$ cat src/descriptor_pkg.sv
// constants, field layouts and carrier types shared by the descriptor decoder
package descriptor_pkg;
  // register byte offsets on the apb port
  localparam logic [7:0] OFF_DESC_LO = 8'h00;
  localparam logic [7:0] OFF_DESC_HI = 8'h04;
  localparam logic [7:0] OFF_BASE = 8'h08;
  localparam logic [7:0] OFF_LIMIT = 8'h0c;
  localparam logic [7:0] OFF_ATTR = 8'h10;
  localparam logic [7:0] OFF_ITP_BASE = 8'h14;
  localparam logic [7:0] OFF_ITP_LIMIT = 8'h18;
  localparam logic [7:0] OFF_MODE = 8'h1c;
  localparam logic [7:0] OFF_STATUS = 8'h20;
  localparam logic [7:0] OFF_MASK = 8'h24;
  // upper descriptor word field positions
  localparam int HI_BASE_TOP_MSB = 31;
  localparam int HI_BASE_TOP_LSB = 24;
  localparam int HI_GRAN = 23;
  localparam int HI_SIZE = 22;
  localparam int HI_SPARE = 20;
  localparam int HI_LIM_MSB = 19;
  localparam int HI_LIM_LSB = 16;
  localparam int HI_PRESENT = 15;
  localparam int HI_PL_MSB = 14;
  localparam int HI_PL_LSB = 13;
  localparam int HI_CLASS = 12;
  localparam int HI_EXEC = 11;
  localparam int HI_TYPE_B10 = 10;
  localparam int HI_TYPE_B9 = 9;
  localparam int HI_ACCESSED = 8;
  localparam int HI_BASE_MID_MSB = 7;
  // lower descriptor word field positions
  localparam int LO_BASE_MSB = 31;
  localparam int LO_BASE_LSB = 16;
  localparam int LO_LIM_MSB = 15;
  // limit unit of 4 KB is a shift of twelve
  localparam int GRAN_SHIFT = 12;
  // interrupt vector array geometry
  localparam int VECTOR_COUNT = 256;
  localparam logic [10:0] ENTRY_BYTES_PROT = 11'h008;
  localparam logic [10:0] ENTRY_BYTES_REAL = 11'h004;
  // reset values
  localparam logic [31:0] ITP_BASE_RST = 32'h0000_0000;
  localparam logic [15:0] ITP_LIMIT_RST = 16'h03ff;
  localparam logic MODE_PROT_RST = 1'b0;
  // event bits of the status and mask registers
  localparam int EV_NOT_PRESENT = 0;
  localparam int EV_VECTOR_FAULT = 1;
  localparam int EV_TABLE_LOAD = 2;
  localparam int EV_WIDTH = 3;

  // decoded view of one descriptor
  typedef struct packed {
    logic [31:0] base;
    logic [31:0] limit_bytes;
    logic software_spare_bit;
    logic readable;
    logic writable;
    logic conforming;
    logic expand_down;
    logic accessed;
    logic executable;
    logic code_data;
    logic [1:0] privilege_level;
    logic present;
    logic stack32;
    logic op32;
    logic granular;
  } desc_fields_t;

  // interrupt table pointer image: limit then linear base
  typedef struct packed {
    logic [15:0] limit;
    logic [31:0] base;
  } table_ptr_t;
endpackage

$ cat src/desc_field_decode.sv
// combinational field decode of one eight-byte descriptor
`timescale 1ns/1ps
module desc_field_decode (
  input wire logic [31:0] desc_lo,
  input wire logic [31:0] desc_hi,
  output descriptor_pkg::desc_fields_t fields
);
  logic [19:0] limit_raw;
  logic [31:0] limit_scaled;
  logic is_code;

  // raw and scaled limit assembly
  assign limit_raw = {desc_hi[descriptor_pkg::HI_LIM_MSB:descriptor_pkg::HI_LIM_LSB],
                      desc_lo[descriptor_pkg::LO_LIM_MSB:0]};
  assign limit_scaled = {limit_raw, {descriptor_pkg::GRAN_SHIFT{1'b1}}};
  assign is_code = desc_hi[descriptor_pkg::HI_CLASS] & desc_hi[descriptor_pkg::HI_EXEC];

  // attribute decode, the spare bit only passes through
  always_comb begin
    fields.base = {desc_hi[descriptor_pkg::HI_BASE_TOP_MSB:descriptor_pkg::HI_BASE_TOP_LSB],
                   desc_hi[descriptor_pkg::HI_BASE_MID_MSB:0],
                   desc_lo[descriptor_pkg::LO_BASE_MSB:descriptor_pkg::LO_BASE_LSB]};
    fields.granular = desc_hi[descriptor_pkg::HI_GRAN];
    fields.limit_bytes = fields.granular ? limit_scaled : {12'h000, limit_raw};
    fields.op32 = is_code & desc_hi[descriptor_pkg::HI_SIZE];
    fields.stack32 = desc_hi[descriptor_pkg::HI_CLASS] & ~desc_hi[descriptor_pkg::HI_EXEC]
                     & desc_hi[descriptor_pkg::HI_SIZE];
    fields.software_spare_bit = desc_hi[descriptor_pkg::HI_SPARE];
    fields.present = desc_hi[descriptor_pkg::HI_PRESENT];
    fields.privilege_level = desc_hi[descriptor_pkg::HI_PL_MSB:descriptor_pkg::HI_PL_LSB];
    fields.code_data = desc_hi[descriptor_pkg::HI_CLASS];
    fields.executable = desc_hi[descriptor_pkg::HI_EXEC];
    fields.accessed = desc_hi[descriptor_pkg::HI_ACCESSED];
    fields.conforming = desc_hi[descriptor_pkg::HI_CLASS] & desc_hi[descriptor_pkg::HI_TYPE_B10];
    fields.expand_down = ~desc_hi[descriptor_pkg::HI_CLASS] & desc_hi[descriptor_pkg::HI_TYPE_B10];
    fields.readable = desc_hi[descriptor_pkg::HI_CLASS] & desc_hi[descriptor_pkg::HI_TYPE_B9];
    fields.writable = ~desc_hi[descriptor_pkg::HI_CLASS] & desc_hi[descriptor_pkg::HI_TYPE_B9];
  end
endmodule

$ cat src/event_status.sv
// sticky event status with write-one-to-clear, mask and level interrupt
`timescale 1ns/1ps
module event_status #(
  parameter int WIDTH = 3
) (
  input wire logic pclk,
  input wire logic presetn,
  input wire logic [WIDTH-1:0] event_set,
  input wire logic status_we,
  input wire logic mask_we,
  input wire logic [WIDTH-1:0] wdata,
  output logic [WIDTH-1:0] status_q,
  output logic [WIDTH-1:0] mask_q,
  output logic irq
);
  // per bit: a set in the same cycle beats the clear
  for (genvar i = 0; i < WIDTH; i++) begin : g_bit
    always_ff @(posedge pclk or negedge presetn) begin
      if (!presetn) begin
        status_q[i] <= 1'b0;
      end else if (event_set[i]) begin
        status_q[i] <= 1'b1;
      end else if (status_we && wdata[i]) begin
        status_q[i] <= 1'b0;
      end
    end
  end

  // mask register, one enables the bit onto irq
  always_ff @(posedge pclk or negedge presetn) begin
    if (!presetn) begin
      mask_q <= '0;
    end else if (mask_we) begin
      mask_q <= wdata;
    end
  end

  assign irq = |(status_q & mask_q);
endmodule

$ cat src/segment_descriptor_decoder.sv
// descriptor decoder with interrupt table pointer and apb register port
//
// The register offsets and the APB interface to the registers were decided locally.
`timescale 1ns/1ps
module segment_descriptor_decoder #(
  parameter int VECTORS = descriptor_pkg::VECTOR_COUNT
) (
  input wire logic pclk,
  input wire logic presetn,
  input wire logic psel,
  input wire logic penable,
  input wire logic pwrite,
  input wire logic [7:0] paddr,
  input wire logic [31:0] pwdata,
  output logic pready,
  output logic [31:0] prdata,
  output logic pslverr,
  input wire logic desc_valid,
  input wire logic [31:0] desc_lo,
  input wire logic [31:0] desc_hi,
  input wire logic seg_reg_load,
  output descriptor_pkg::desc_fields_t decoded,
  output logic decoded_valid,
  output logic not_present_fault,
  input wire logic load_int_table_op,
  input wire descriptor_pkg::table_ptr_t table_operand,
  input wire logic store_int_table_op,
  output descriptor_pkg::table_ptr_t store_data,
  output logic store_valid,
  input wire logic vector_valid,
  input wire logic [7:0] vector_num,
  output logic [31:0] entry_addr,
  output logic entry_valid,
  output logic vector_fault,
  output logic irq
);
  // captured raw descriptor words
  logic [31:0] desc_lo_q;
  logic [31:0] desc_hi_q;
  // decoded fields straight from the words
  descriptor_pkg::desc_fields_t fields;
  // words fed to the decode, the fresh pair while a fetch lands
  logic [31:0] dec_lo;
  logic [31:0] dec_hi;
  // interrupt table pointer
  descriptor_pkg::table_ptr_t itp_q;
  // protected mode select, steers entry size
  logic mode_prot_q;
  // apb decode terms
  logic setup;
  logic access;
  logic wr_en;
  logic addr_ok;
  logic [31:0] rd_mux;
  logic [31:0] attr_word;
  // vector lookup terms
  logic [10:0] entry_bytes;
  logic [10:0] entry_off;
  logic [10:0] entry_end;
  logic entry_over;
  // event plumbing
  logic [descriptor_pkg::EV_WIDTH-1:0] ev_set;
  logic [descriptor_pkg::EV_WIDTH-1:0] ev_status;
  logic [descriptor_pkg::EV_WIDTH-1:0] ev_mask;
  logic status_we;
  logic mask_we;

  // a landing fetch is decoded at once, so decoded lines up with decoded_valid
  assign dec_lo = desc_valid ? desc_lo : desc_lo_q;
  assign dec_hi = desc_valid ? desc_hi : desc_hi_q;

  // all descriptor kinds pass through one base/limit/type decode
  desc_field_decode u_decode (
    .desc_lo(dec_lo),
    .desc_hi(dec_hi),
    .fields(fields)
  );

  // apb phase terms, no wait states in access
  assign setup = psel & ~penable;
  assign access = psel & penable;
  assign pready = access;
  assign wr_en = access & pwrite & addr_ok;

  // descriptor words captured from the table read or from software
  always_ff @(posedge pclk or negedge presetn) begin
    if (!presetn) begin
      desc_lo_q <= 32'h0000_0000;
      desc_hi_q <= 32'h0000_0000;
    end else if (desc_valid) begin
      desc_lo_q <= desc_lo;
      desc_hi_q <= desc_hi;
    end else if (wr_en && paddr == descriptor_pkg::OFF_DESC_LO) begin
      desc_lo_q <= pwdata;
    end else if (wr_en && paddr == descriptor_pkg::OFF_DESC_HI) begin
      desc_hi_q <= pwdata;
    end
  end

  // decoded result follows one cycle after the words land
  always_ff @(posedge pclk or negedge presetn) begin
    if (!presetn) begin
      decoded <= '0;
      decoded_valid <= 1'b0;
    end else begin
      decoded <= fields;
      decoded_valid <= desc_valid;
    end
  end

  // load pulse with an absent descriptor raises the fault
  always_ff @(posedge pclk or negedge presetn) begin
    if (!presetn) begin
      not_present_fault <= 1'b0;
    end else begin
      not_present_fault <= desc_valid & seg_reg_load
                           & ~desc_hi[descriptor_pkg::HI_PRESENT];
    end
  end

  // table pointer: load op wins over a software write in the same cycle
  always_ff @(posedge pclk or negedge presetn) begin
    if (!presetn) begin
      itp_q.base <= descriptor_pkg::ITP_BASE_RST;
      itp_q.limit <= descriptor_pkg::ITP_LIMIT_RST;
    end else if (load_int_table_op) begin
      itp_q <= table_operand;
    end else if (wr_en && paddr == descriptor_pkg::OFF_ITP_BASE) begin
      itp_q.base <= pwdata;
    end else if (wr_en && paddr == descriptor_pkg::OFF_ITP_LIMIT) begin
      itp_q.limit <= pwdata[15:0];
    end
  end

  // store op copies the whole pointer out
  always_ff @(posedge pclk or negedge presetn) begin
    if (!presetn) begin
      store_data <= '0;
      store_valid <= 1'b0;
    end else begin
      store_valid <= store_int_table_op;
      if (store_int_table_op) begin
        store_data <= itp_q;
      end
    end
  end

  // mode select, held in software
  always_ff @(posedge pclk or negedge presetn) begin
    if (!presetn) begin
      mode_prot_q <= descriptor_pkg::MODE_PROT_RST;
    end else if (wr_en && paddr == descriptor_pkg::OFF_MODE) begin
      mode_prot_q <= pwdata[0];
    end
  end

  // entry size by mode, offset is vector times size
  assign entry_bytes = mode_prot_q ? descriptor_pkg::ENTRY_BYTES_PROT
                                   : descriptor_pkg::ENTRY_BYTES_REAL;
  assign entry_off = mode_prot_q ? {vector_num, 3'b000} : {1'b0, vector_num, 2'b00};
  assign entry_end = 11'(entry_off + entry_bytes - 11'h001);
  // whole entry must sit inside the limit, vectors beyond the array fault too
  assign entry_over = ({5'h00, entry_end} > itp_q.limit)
                      || (32'(vector_num) >= 32'(VECTORS));

  // entry address from the linear base, fault flagged instead of valid
  always_ff @(posedge pclk or negedge presetn) begin
    if (!presetn) begin
      entry_addr <= 32'h0000_0000;
      entry_valid <= 1'b0;
      vector_fault <= 1'b0;
    end else begin
      entry_valid <= vector_valid & ~entry_over;
      vector_fault <= vector_valid & entry_over;
      if (vector_valid) begin
        entry_addr <= itp_q.base + {21'h000000, entry_off};
      end
    end
  end

  // decoded attributes packed for the attribute register read
  assign attr_word = {16'h0000,
                      fields.software_spare_bit,
                      fields.readable,
                      fields.writable,
                      fields.conforming,
                      fields.expand_down,
                      fields.accessed,
                      fields.executable,
                      fields.code_data,
                      fields.privilege_level,
                      fields.present,
                      fields.stack32,
                      fields.op32,
                      fields.granular,
                      ~|fields.privilege_level,
                      &fields.privilege_level};

  // address decode and read data selection
  always_comb begin
    addr_ok = 1'b1;
    rd_mux = 32'h0000_0000;
    unique case (paddr)
      descriptor_pkg::OFF_DESC_LO: begin
        rd_mux = desc_lo_q;
      end
      descriptor_pkg::OFF_DESC_HI: begin
        rd_mux = desc_hi_q;
      end
      descriptor_pkg::OFF_BASE: begin
        rd_mux = fields.base;
      end
      descriptor_pkg::OFF_LIMIT: begin
        rd_mux = fields.limit_bytes;
      end
      descriptor_pkg::OFF_ATTR: begin
        rd_mux = attr_word;
      end
      descriptor_pkg::OFF_ITP_BASE: begin
        rd_mux = itp_q.base;
      end
      descriptor_pkg::OFF_ITP_LIMIT: begin
        rd_mux = {16'h0000, itp_q.limit};
      end
      descriptor_pkg::OFF_MODE: begin
        rd_mux = {31'h00000000, mode_prot_q};
      end
      descriptor_pkg::OFF_STATUS: begin
        rd_mux = {29'h00000000, ev_status};
      end
      descriptor_pkg::OFF_MASK: begin
        rd_mux = {29'h00000000, ev_mask};
      end
      default: begin
        addr_ok = 1'b0;
      end
    endcase
  end

  // read data captured in the setup cycle, shown in the access cycle
  always_ff @(posedge pclk or negedge presetn) begin
    if (!presetn) begin
      prdata <= 32'h0000_0000;
    end else if (setup) begin
      prdata <= pwrite ? 32'h0000_0000 : rd_mux;
    end
  end

  // unmapped addresses answer with an error
  assign pslverr = access & ~addr_ok;

  // events into the sticky status
  assign ev_set[descriptor_pkg::EV_NOT_PRESENT] = desc_valid & seg_reg_load
                                                  & ~desc_hi[descriptor_pkg::HI_PRESENT];
  assign ev_set[descriptor_pkg::EV_VECTOR_FAULT] = vector_valid & entry_over;
  assign ev_set[descriptor_pkg::EV_TABLE_LOAD] = load_int_table_op;
  assign status_we = wr_en && paddr == descriptor_pkg::OFF_STATUS;
  assign mask_we = wr_en && paddr == descriptor_pkg::OFF_MASK;

  event_status #(
    .WIDTH(descriptor_pkg::EV_WIDTH)
  ) u_events (
    .pclk(pclk),
    .presetn(presetn),
    .event_set(ev_set),
    .status_we(status_we),
    .mask_we(mask_we),
    .wdata(pwdata[descriptor_pkg::EV_WIDTH-1:0]),
    .status_q(ev_status),
    .mask_q(ev_mask),
    .irq(irq)
  );
endmodule

$ cat config.mk
export PLATFORM = sky130hd
export DESIGN_NAME = segment_descriptor_decoder
export DESIGN_NICKNAME = d
export VERILOG_FILES = /design/src/descriptor_pkg.sv /design/src/desc_field_decode.sv /design/src/event_status.sv /design/src/segment_descriptor_decoder.sv
export SDC_FILE = /design/constraint.sdc
export NUM_CORES = 1
export LEC_CHECK = 0
export BUFFER_PORTS_ARGS = -buffer_cell sky130_fd_sc_hd__buf_2
export CAP_MARGIN = 10
export CORE_ASPECT_RATIO = 1.2
export CORE_MARGIN = 3
export CORE_UTILIZATION = 50
export DETAILED_ROUTE_END_ITERATION = 6
export PLACE_DENSITY = 0.75
export SYNTH_ARGS = -nofsm -noshare
export SYNTH_HDL_FRONTEND = slang
export SYNTH_SLANG_ARGS = --single-unit
export TNS_END_PERCENT = 50
$ cat constraint.sdc
create_clock -name pclk -period 8.6 [get_ports pclk]
set_input_delay 1.72 -clock pclk [delete_from_list [all_inputs] [get_ports pclk]]
set_output_delay 1.72 -clock pclk [all_outputs]
set_load 0.03 [all_outputs]
* Yosys cells after proc, flatten, opt, wreduce, memory -nomap -nowiden
Index checks and enable logic that the tools add are counted.
** Operators by class
- Add/subtract/negate cells :: 3
- $lt $le $gt $ge :: 1
- Equality and inequality tests :: 11
- Multiplexer cells :: 23
- Bitwise operators :: 24
- Reductions and logical operators :: 25
** Operators by type and width (number)
- $mux 32 :: 10
- $pmux 32 s10 :: 1
- $mux 48 :: 1
- $add 32x11->32 :: 1
- $eq 8x5->1 const B :: 4
- $mux 16 :: 2
- $and 1x1->1 :: 17
- $eq 8x4->1 const B :: 2
- $eq 8x6->1 const B :: 2
- $gt 11x16->1 :: 1
- $reduce_bool 2->1 :: 7
- $add 11x4->11 :: 1
- $mux 11 :: 1
- $sub 11x1->11 const B :: 1
- $logic_and 1x1->1 :: 10
- $reduce_or 10->1 :: 1
- $eq 8x3->1 const B :: 1
- $logic_not 8->1 :: 1
- $mux 1 :: 7
- $not 1->1 :: 6
- $reduce_and 2->1 :: 3
- $mux 4 :: 1
- $ne 2x2->1 const B :: 2
- $and 3x3->3 :: 1
- other kinds (3) :: 3
** Word-level totals
- Register bits after elaboration :: 314
- Output and inout port bits :: 198
- Logic and storage cells :: 120

* Depth between registers and ports, before layout
Gate-level depths: netlist of the first run.
- Depth in word-level cells :: 8
- Mapped depth :: 17
- Gate-level depth less buffers :: 15

* Modules after synthesis
From an unflattened synthesis of the first run, not the netlist that was laid out.
** Unflattened totals
- Cells, all modules :: 1640
- Area, all modules :: 16291.9 µm²
** Modules (own cells, without submodules)
- segment_descriptor_decoder :: times used 1, cells each 1542, area an instance 15432.3 µm²
- desc_field_decode :: times used 1, cells each 81, area an instance 626.9 µm²
- event_status :: times used 1, cells each 17, area an instance 232.7 µm²

* Worst setup path after synthesis of the first run
Ideal clock, no wire load.
- Path type :: input to register
- From :: in vector_num[1]
- To :: reg u_events.status_q[1]
- Library setup time :: 118 ps
- Arrival :: 4176 ps
- Slack :: 4306 ps
- Cell stages on the path :: 15
- Cells stage by stage :: mux2i_1 inv_1 ha_1 a21o_1 a21o_1 a21o_1 a21oi_1 xnor2_1 ha_1 a21o_1 a21oi_1 o221ai_1 o211ai_1 nor2_1 a21o_1
** Between the ends
- Longest elaborated chain between the ends :: 6
- Elaborated cells between the ends (all ways) :: 7
- Those cells by class :: add/sub (2); order compare (1); mux (2); bitwise (1); reduce/logical (1)
** RTL lines
- start, declared :: line segment_descriptor_decoder.sv:31 : input wire logic [7:0] vector_num,
- $mux 11 * :: line segment_descriptor_decoder.sv:160 : assign entry_off = mode_prot_q ? {vector_num, 3'b000} : {1'b0, vector_num, 2'b00};
- $add 11x4->11 * :: line segment_descriptor_decoder.sv:161 : assign entry_end = 11'(entry_off + entry_bytes - 11'h001);
- $sub 11x1->11 * :: line segment_descriptor_decoder.sv:161
- $gt 11x16->1 * :: line segment_descriptor_decoder.sv:163 : assign entry_over = ({5'h00, entry_end} > itp_q.limit)
- $and 1x1->1 * :: line segment_descriptor_decoder.sv:255 : assign ev_set[descriptor_pkg::EV_VECTOR_FAULT] = vector_valid & entry_over;
- via ev_set (one bit) :: line segment_descriptor_decoder.sv:62 : logic [descriptor_pkg::EV_WIDTH-1:0] ev_set;
- $mux 1 / $reduce_bool 2->1 (equally long branches)
- end signal, assigned by index :: line event_status.sv:20 : status_q[i] <= 1'b0;
- end signal, assigned by index :: line event_status.sv:22 : status_q[i] <= 1'b1;
- end signal, assigned by index :: line event_status.sv:24 : status_q[i] <= 1'b0;
- end, declared :: line event_status.sv:12 : output logic [WIDTH-1:0] status_q,
The timed path passes the listed nets; every way through them passes the cells marked *.
A chain may end at the register's enable or synchronous reset.

* Worst setup path in the final report of the first run
- From :: in paddr[7]
- To :: out pslverr
** Between the ends
- Longest elaborated chain between the ends :: 5
- Elaborated cells between the ends (all ways) :: 14
- Those cells by class :: eq/ne (9); mux (1); bitwise (2); reduce/logical (2)
** RTL lines
- start, declared :: line segment_descriptor_decoder.sv:13 : input wire logic [7:0] paddr,
- $eq 8x3->1 (tied with other cells) :: line segment_descriptor_decoder.sv:203 : unique case (paddr)
- $reduce_or 10->1 (no line) *
- $mux 1 * :: line segment_descriptor_decoder.sv:203
- $not 1->1 * :: line segment_descriptor_decoder.sv:250 : assign pslverr = access & ~addr_ok;
- $and 1x1->1 * :: line segment_descriptor_decoder.sv:250
- end, declared :: line segment_descriptor_decoder.sv:17 : output logic pslverr,
Mark *: on every way between the ends. The rest lies on a longest branch, timed or not.

==> results_dict.tcl, run 1 <==
set metrics [dict create \
    via_per_inst 6.14 \
    overflow 0 \
    ctsRootBufferMaster "clkbuf_16" \
    fillCellCount 2457 \
    rows 69 \
    gp_congestion 0.954 \
    cts_made_buffers 34 \
    coreArea_sq_um 30000 \
    grt_pass1_wl_mm 84.1 \
    multi_input_area_sq_um 6810 \
    rsz0062_at_grt "false" \
    tritoncts "done" \
    synthDistinctLibCells 68 \
    fin_crit_ns 4.42 \
    track_usage_pct 33.6 \
    start_util_pct 51.5 \
    clock_power_share_pct 37.0 \
    crit_type "input port to primary output" \
    ys_seq_elements 314 \
    max_freq_ghz 0.226 \
    clk_pin_slew_ns 0.06 \
    cts.sinks 314 \
    seqCellArea_sq_um 7870 \
    antenna_found_initial 7 \
    grt_pass1_vias 13500 \
    synth.area.top_cells "dfrtp_1 49%, mux2i_1 8.7%, mux2_2 4.7%, nand2_1 4.3%, o21ai_0 4.1%" \
    synth.most_common_cell "dfrtp_1" \
    syn2layout_area_growth_pct 20.3 \
    internal_power_mw 2.72 \
    min_period_over_period_pct 51.3 \
    crit_fanout 7 \
    grt_max_degree 153 \
    synth-edff-count 0 \
    drive_above_1_share_pct 29.0 \
    drtIter0Drc 1594 \
    hp-class "flip-flop to flip-flop" \
    syn_nets 1684 \
    p_sw_mw 1.24 \
    syn_area_sq_um 15400 \
    synth_area_leader_cell "dfrtp_1" \
    p_sw_share_pct 31.3 \
    ys_seq_area_share_pct 51.1 \
    cap_violations 0 \
    start_kind "input port" \
    fin_skew_ns 0.0142 \
    relSlewSlack_pct 14.6 \
    port_buffers 367 \
    netlist_instances 1489 \
    p_leak_nw 8.50 \
    crit_required_ns 6.88 \
    synth_warnings 0 \
    avgSynthCellArea_sq_um 10.4 \
    hold_viol_final 0 \
    worst_slew_pin_slew_ns 1.27 \
    ant_nets 0 \
    drc 0 \
    cts_max_level 2 \
    dieArea_sq_um 33000 \
    nets 2003 \
    clock_latency_ns 0.51 \
    p_total_mw 3.96 \
    vdd_drop_max_uv 158 \
    async_flop_share_pct 100 \
    cts_hold_buf 0 \
    finalSetupViolations 0 \
    crit_arrival_ns 2.70 \
    drv_slew 0 \
    vias 13700 \
    netlist_top_cells_count "304 x dfrtp_1, 176 x nand2_1, 134 x mux2i_1" \
    synth.top_cell.area_share_pct 49.4 \
    outcome "finished, final reports clean" \
    wire_per_inst_um 25.7 \
    p_seq_share_pct 44.2 \
    die_x_um 166 \
    clockBufferDepth 3 \
    p_per_area_nw_per_um2 214 \
    firstDrtPassIters 6 \
    ys.flop_type "dfrtp_1" \
    setup.worst_path.end_class "primary output" \
    wirelength_mm 57.3 \
    num_io_pins 368 \
    cts_resized 0 \
    die_h_um 198 \
    hpwl_mm 42.1 \
    final.setup.tns_ns 0 \
    comb_power_share_pct 18.8 \
    postCtsSetupRepairBufs 0 \
]
## layer usage
| metal | vias up | track usage, % | share of wire (%) |
|---|---|---|---|
| li1 | 5960 | - | - |
| met1 | 6674 | 42.4 | 37 |
| met2 | 868 | 54.7 | 47 |
| met3 | 198 | 7.53 | 9.8 |
| met4 | 2 | 17.7 | 6.2 |
| met5 | - | 0 | 0.026 |
## cells by family (layout without fill, tap and decap cells)
family | after synthesis | count (layout) | share of synthesized area [%]
compound gates | 414 | 414 | 16.6
xor+xnor | 26 | 26 | 1.48
fa+ha+maj | 25 | 25 | 2.08
buf+inv | 168 | 513 | 4.93
flops | 314 | 314 | 51.1
mux | 199 | 199 | 13.4
other cells | 0 | 6 | 0
simple gates | 343 | 343 | 10.4
## path summary, 6_finish.rpt
check	endpoint	slack, ns	from	cells after the start
max reg2reg	u_events.status_q[1]	4.81	mode_prot_q	15
min in group asynchronous	entry_addr[30]	1.28	presetn	1
min reg2reg	entry_addr[7]	0.49	entry_addr[7]	2
max	pslverr	4.18	paddr[7]	5
max in group asynchronous	decoded[18]	5.96	presetn	2
min	entry_addr[7]	0.49	entry_addr[7]	2
## area by class of cell
type	instances	share of cell area [%]
timing repair buffer	382	10.7
clock inverter	13	0.520
inverter	69	1.40
multi-input combinational	1007	36.7
antenna	6	0.0810
tap	390	2.63
sequential	314	42.4
clock buffer	49	5.51
## state kept, by name, summed over array words and instances (netlist names), 3 cells and up
name,flops
u_events.mask_q,3
u_events.status_q,3
itp_q,48
desc_hi_q,32
desc_lo_q,32
decoded,78
entry_addr,32
prdata,32
store_data,48
## power groups by stage
stage | Sequential (mW) | Combinational, mW | Clock (mW)
after detailed placement | 1.77 | 0.737 | 0
after global placement | 1.77 | 0.727 | 0
after global routing | 1.76 | 0.798 | 1.53
after floorplan | 1.90 | 0.281 | 0
final | 1.75 | 0.743 | 1.47
after CTS | 1.75 | 0.741 | 1.48
## layout by cell type (no fill, tap or decap), types with 14 or more instances in the layout
cell | Yosys | layout
o21ai_0 | 127 | 127
o21ai_1 | 81 | 81
a21oi_1 | 48 | 47
a22o_1 | 15 | 15
a222oi_1 | 15 | 15
nand3_1 | 14 | 14
mux2i_1 | 134 | 133
nor2_1 | 58 | 58
mux2_2 | 65 | 65
a22oi_1 | 43 | 43
dfrtp_1 | 304 | 304
a21o_1 | 18 | 18
nand2_1 | 176 | 176
clkbuf_16 | 0 | 37
buf_2 | 13 | 365
xnor2_1 | 15 | 15
inv_1 | 69 | 69
ha_1 | 24 | 24
## worst max-delay path, cell delays in order
cell	delay, ns
buf_2	0.15
nor2_1	0.29
nand3_1	0.17
and2_1	0.19
buf_2	0.17
## stage by stage
| step | worst slack [ns] | hold slack [ns] | instance area (sq um) | instances | util (%) |
|---|---|---|---|---|---|
| floorplan | 4.31 | 0.471 | 15400 | 1489 | - |
| global placement | 3.92 | 0.460 | 17400 | 2161 | 58.1 |
| detailed placement | 3.85 | 0.471 | 17400 | 2161 | 58.1 |
| CTS | 4.19 | 0.485 | 18500 | 2223 | 61.8 |
| global route | 4.12 | 0.508 | 18500 | 2230 | 61.9 |
| finish | 4.18 | 0.485 | 18500 | 2230 | 61.9 |
(Power assumes the default switching activity.)
==> inputs of run 2 (changes only) <==
Clock period 8.6 ns to 4.6 ns, I/O delays scaled along.
==> run 2 against run 1 <==
Net effect: the flow now finishes with violations (DRC); clock power increased by 100%; setup slack worse by 3.3 ns; sequential cell count stayed put; clock skew grew 0.0027 ns; global-route usage is 0.27 points lower; critical path depth is 9 higher; via count fell by 0.93%; largest power group unchanged.
==> results_dict.tcl, run 2 (synthesis gave the netlist of run 1 again) <==
set metrics [dict create \
    design_area_sq_um 18700 \
    hpwl_mm 42.1 \
    track_usage_pct 33.4 \
    finalSetupViolations 0 \
    drtIter0Drc 1762 \
    layout_common_cells "365 x buf_2, 304 x dfrtp_1, 176 x nand2_1" \
    vdd_drop_max_uv 292 \
    fin_crit_ns 3.75 \
    ant_nets 0 \
    cts_made_buffers 34 \
    vias 13600 \
    setup.worst_path.end_class "flip-flop" \
    cap_violations 0 \
    rows 69 \
    crit_required_ns 5.01 \
    hp-class "input port to asynchronous set/reset pin" \
    crit_arrival_ns 4.16 \
    die_h_um 198 \
    cts_hold_buf 0 \
    outcome "finished, violations left" \
    dieArea_sq_um 33000 \
    start_kind "flip-flop" \
    reg2reg_depth 14 \
    clockBufferDepth 3 \
    dp_cells 2174 \
    postLayoutCoreUtil_pct 62.5 \
    min_period_over_period_pct 81.5 \
    p_leak_nw 8.58 \
    drc 2 \
    multi_input_area_sq_um 6810 \
    cts_max_level 2 \
    syn2layout_area_growth_pct 21.6 \
    max_freq_ghz 0.267 \
    grt_pass1_vias 13600 \
    violations "DRC" \
    drv_slew 0 \
    regMostFlops "decoded" \
    wirelength_mm 56.4 \
    die_x_um 166 \
    cts_resized 0 \
    fin_skew_ns 0.0169 \
    nets 2015 \
    fin_cells 2246 \
    postCtsSetupRepairBufs 0 \
    via_per_inst 6.04 \
    crit_fanout 15 \
    tritoncts "done" \
    largest_reg_flops 78 \
    cts.sinks 314 \
    hold_viol_final 0 \
    port_buffers 367 \
    seqCellArea_sq_um 7870 \
    rsz0062_at_grt "false" \
    start_util_pct 51.5 \
    worst_slew_pin_slew_ns 1.24 \
    grt_pass1_wl_mm 83.2 \
    gp_congestion 0.982 \
    clk_pin_slew_ns 0.06 \
    antenna_found_initial 10 \
    num_io_pins 368 \
    p_per_area_nw_per_um2 408 \
    wire_per_inst_um 25.1 \
    grt_max_degree 114 \
    coreArea_sq_um 30000 \
    final.setup.tns_ns 0 \
    ctsRootBufferMaster "clkbuf_16" \
    relSlewSlack_pct 17.1 \
    crit_type "flip-flop to flip-flop" \
    reg.largest.list "decoded (78), itp_q (48), store_data (48)" \
    overflow 0 \
    p_total_mw 7.64 \
    clock_latency_ns 0.53 \
    firstDrtPassIters 7 \
    fillCellCount 2481 \
    drive_above_1_share_pct 29.6 \
    final_common_cell "buf_2" \
    place_area_sq_um 17500 \
]
[run 2: cell count changes in the layout (fill, tap and decap cells not counted), sizes merged]
cell	delta
buf	+12
clkbuf	-7
bufinv	+5
diode	+5
clkinv	-4
clkinvlp	+4
inv	+1
[run 2: per-stage QoR]
step                      hold WS (ns)  setup slack [ns]
final                            0.433             0.851
after global routing             0.510             0.588
after CTS                        0.486             0.870
after detailed placement         0.467             0.670
after global placement           0.464             0.802
after floorplan                  0.471              1.11
[run 2: layer usage]
metal	up-vias	share of wire [%]	GRT usage (%)
met2	831	48	55.2
li1	5986	-	-
met3	167	8.9	6.55
met4	2	5.7	16.9
met1	6589	38	42.3
met5	-	0.028	0
[run 2: final cells by class]
| cell class | instances | share of cell area, % |
|---|---|---|
| Tap cell | 390 | 2.60 |
| Sequential cell | 314 | 42.0 |
| Timing Repair Buffer | 394 | 11.1 |
| Clock buffer | 42 | 5.03 |
| Multi-Input combinational cell | 1007 | 36.3 |
| Antenna cell | 11 | 0.147 |
| Inverter | 69 | 1.38 |
| Clock inverter | 19 | 1.42 |
[run 2: path summary, 6_finish.rpt]
path	from	to	slack, ns
max in group asynchronous	presetn	itp_q[15]	3.07
max reg2reg	mode_prot_q	u_events.status_q[1]	0.85
min in group pclk	prdata[15]	prdata[15]	0.49
max	mode_prot_q	u_events.status_q[1]	0.85
min reg2reg	prdata[15]	prdata[15]	0.49
min	presetn	store_data[27]	0.43
[run 2: worst max-delay path, stage by stage, from the launching register on]
cell,delay (ns)
dfrtp_1,0.70
mux2i_1,0.47
inv_1,0.16
ha_1,0.36
a21o_1,0.20
a21o_1,0.18
a21oi_1,0.17
xnor2_1,0.15
ha_1,0.27
a21o_1,0.17
a21oi_1,0.18
o221ai_1,0.14
o211ai_1,0.23
nor2_1,0.09
a21o_1,0.17
[run 2: power breakdown]
part	switching [mW]	internal, mW	total [mW]	leakage [nW]
Sequential	0.232	3.03	3.26	3.85
Combinational	0.943	0.455	1.40	4.16
Clock	1.17	1.80	2.98	0.581
Total	2.35	5.29	7.64	8.58
==> inputs of run 3 (changes only) <==
Settings changed: CORE_UTILIZATION 50 to 49, PLACE_DENSITY 0.75 to 0.77.
Clock period 4.6 ns to 3.05 ns, I/O delays scaled along.
==> run 3 against run 2 <==
Net effect: the run ends with DRC, setup timing left; via count grew 3.2%; worst hold slack got worse by 0.36 ns; combinational power up 61%; final cell count is 2.5% higher; clock power is 43% higher; sequential power increased by 50%; critical path depth increased by 3; first-iteration DRC count is 12% lower; largest cell class unchanged.
==> results_dict.tcl, run 3 (synthesis gave the netlist of run 1 again) <==
set metrics [dict create \
    outcome "finished, violations left" \
    violations "DRC, setup timing" \
    p_total_mw 11.4 \
    grt_pass1_wl_mm 85.0 \
    setup.worst_path.end_class "flip-flop" \
    final_common_cell "buf_2" \
    track_usage_pct 33.1 \
    die_h_um 200 \
    finalSetupViolations 3 \
    rows 70 \
    cts.sinks 314 \
    tritoncts "done" \
    p_leak_nw 8.88 \
    firstDrtPassIters 7 \
    syn2layout_area_growth_pct 25.5 \
    dieArea_sq_um 33600 \
    multi_input_area_sq_um 6930 \
    num_io_pins 368 \
    layout_setup_ws_ns -0.114 \
    die_x_um 168 \
    cts_made_buffers 34 \
    crit_required_ns 3.52 \
    reg.largest.list "decoded (78), itp_q (48), store_data (48)" \
    port_buffers 367 \
    grt_max_degree 85 \
    layout_common_cells "364 x buf_2, 303 x dfrtp_1, 176 x nand2_1" \
    vdd_drop_max_uv 606 \
    start_kind "flip-flop" \
    coreArea_sq_um 30700 \
    hold_viol_final 0 \
    fin_crit_ns 3.16 \
    largest_reg_flops 78 \
    regMostFlops "decoded" \
    clockBufferDepth 3 \
    rsz0062_at_grt "true" \
    antenna_found_initial 14 \
    max_freq_ghz 0.316 \
    relSlewSlack_pct 32.4 \
    worst_slew_pin_slew_ns 1.01 \
    start_util_pct 50.1 \
    postLayoutCoreUtil_pct 62.9 \
    vias 14000 \
    fillCellCount 2502 \
    cap_violations 0 \
    grt_pass1_vias 13900 \
    overflow 0 \
    nets 2068 \
    crit_fanout 3 \
    min_period_over_period_pct 104 \
    cts_hold_buf 0 \
    dp_cells 2227 \
    p_per_area_nw_per_um2 590 \
    fin_cells 2302 \
    fin_skew_ns 0.0265 \
    drive_above_1_share_pct 32.5 \
    clock_latency_ns 0.53 \
    drc 17 \
    ant_nets 0 \
    drtIter0Drc 1552 \
    crit_arrival_ns 3.64 \
    seqCellArea_sq_um 7870 \
    hp-class "input port to asynchronous set/reset pin" \
    ctsRootBufferMaster "clkbuf_16" \
    gp_congestion 0.972 \
    drv_slew 0 \
    wire_per_inst_um 24.9 \
    clk_pin_slew_ns 0.07 \
    hpwl_mm 43.2 \
    via_per_inst 6.09 \
    cts_max_level 2 \
    crit_type "flip-flop to flip-flop" \
    wirelength_mm 57.4 \
]
[run 3: worst max-delay path, cell delays in order, from the launching register on]
cell      delay, ns
dfrtp_2        0.43
buf_12         0.14
mux2i_4        0.25
ha_4           0.25
a21o_1         0.16
a21o_1         0.19
a21o_1         0.16
a21oi_2        0.13
xnor2_1        0.14
ha_1           0.26
buf_4          0.14
buf_4          0.12
nand3_1        0.12
nor3_2         0.06
a21oi_1        0.13
o211ai_1       0.13
nor2_1         0.17
buf_4          0.14
[run 3: power by group]
part / switching, mW / internal (mW) / total (mW) / leakage [nW]
clock: 1.70 / 2.56 / 4.26 / 0.563
combinational: 1.49 / 0.761 / 2.25 / 4.48
sequential: 0.328 / 4.57 / 4.90 / 3.84
total: 3.51 / 7.90 / 11.4 / 8.88
[run 3: cell type report]
type	count	area share (%)
Clock inverter	10	0.660
Antenna cell	13	0.168
Clock buffer	46	5.22
Inverter	69	1.34
Multi-Input combinational cell	1007	35.8
Tap cell	396	2.56
Sequential cell	314	40.7
Timing Repair Buffer	447	13.6
[run 3: worst paths after layout]
check | startpoint | to | slack (ns) | depth (start not counted)
max | mode_prot_q | vector_fault | -0.11 | 17
min | presetn | desc_lo_q[21] | 0.07 | 1
max reg2reg | mode_prot_q | vector_fault | -0.11 | 17
min reg2reg | entry_addr[7] | entry_addr[7] | 0.48 | 2
max in group asynchronous | presetn | decoded[47] | 2.10 | 2
min in group pclk | table_operand[14] | itp_q[14] | 0.29 | 3
[run 3: repair_timing]
item | 4_1_cts | 5_1_grt
endpoints found under the setup margin | 11 | 18
pin swaps | 15 | 11
buffers inserted | 2 | 4
resized for setup | 9 | 11
[run 3: stage by stage]
stage	setup TNS (ns)	hold slack (ns)	worst slack, ns	instance area, sq um
floorplan	0	0.314	0.00769	15500
global placement	-0.387	0.458	-0.223	18000
detailed placement	-0.786	0.465	-0.320	18000
CTS	-0.0673	0.0665	-0.0673	19200
global route	-1.05	0.0975	-0.246	19300
finish	-0.259	0.0707	-0.114	19300
[run 3: metal layers]
layer	track usage, %	part of all wire, %	vias up
li1	-	-	6115
met4	18.8	6.4	4
met3	6.04	8.4	199
met2	53.1	47	853
met5	0	0.037	-
met1	42.1	38	6844
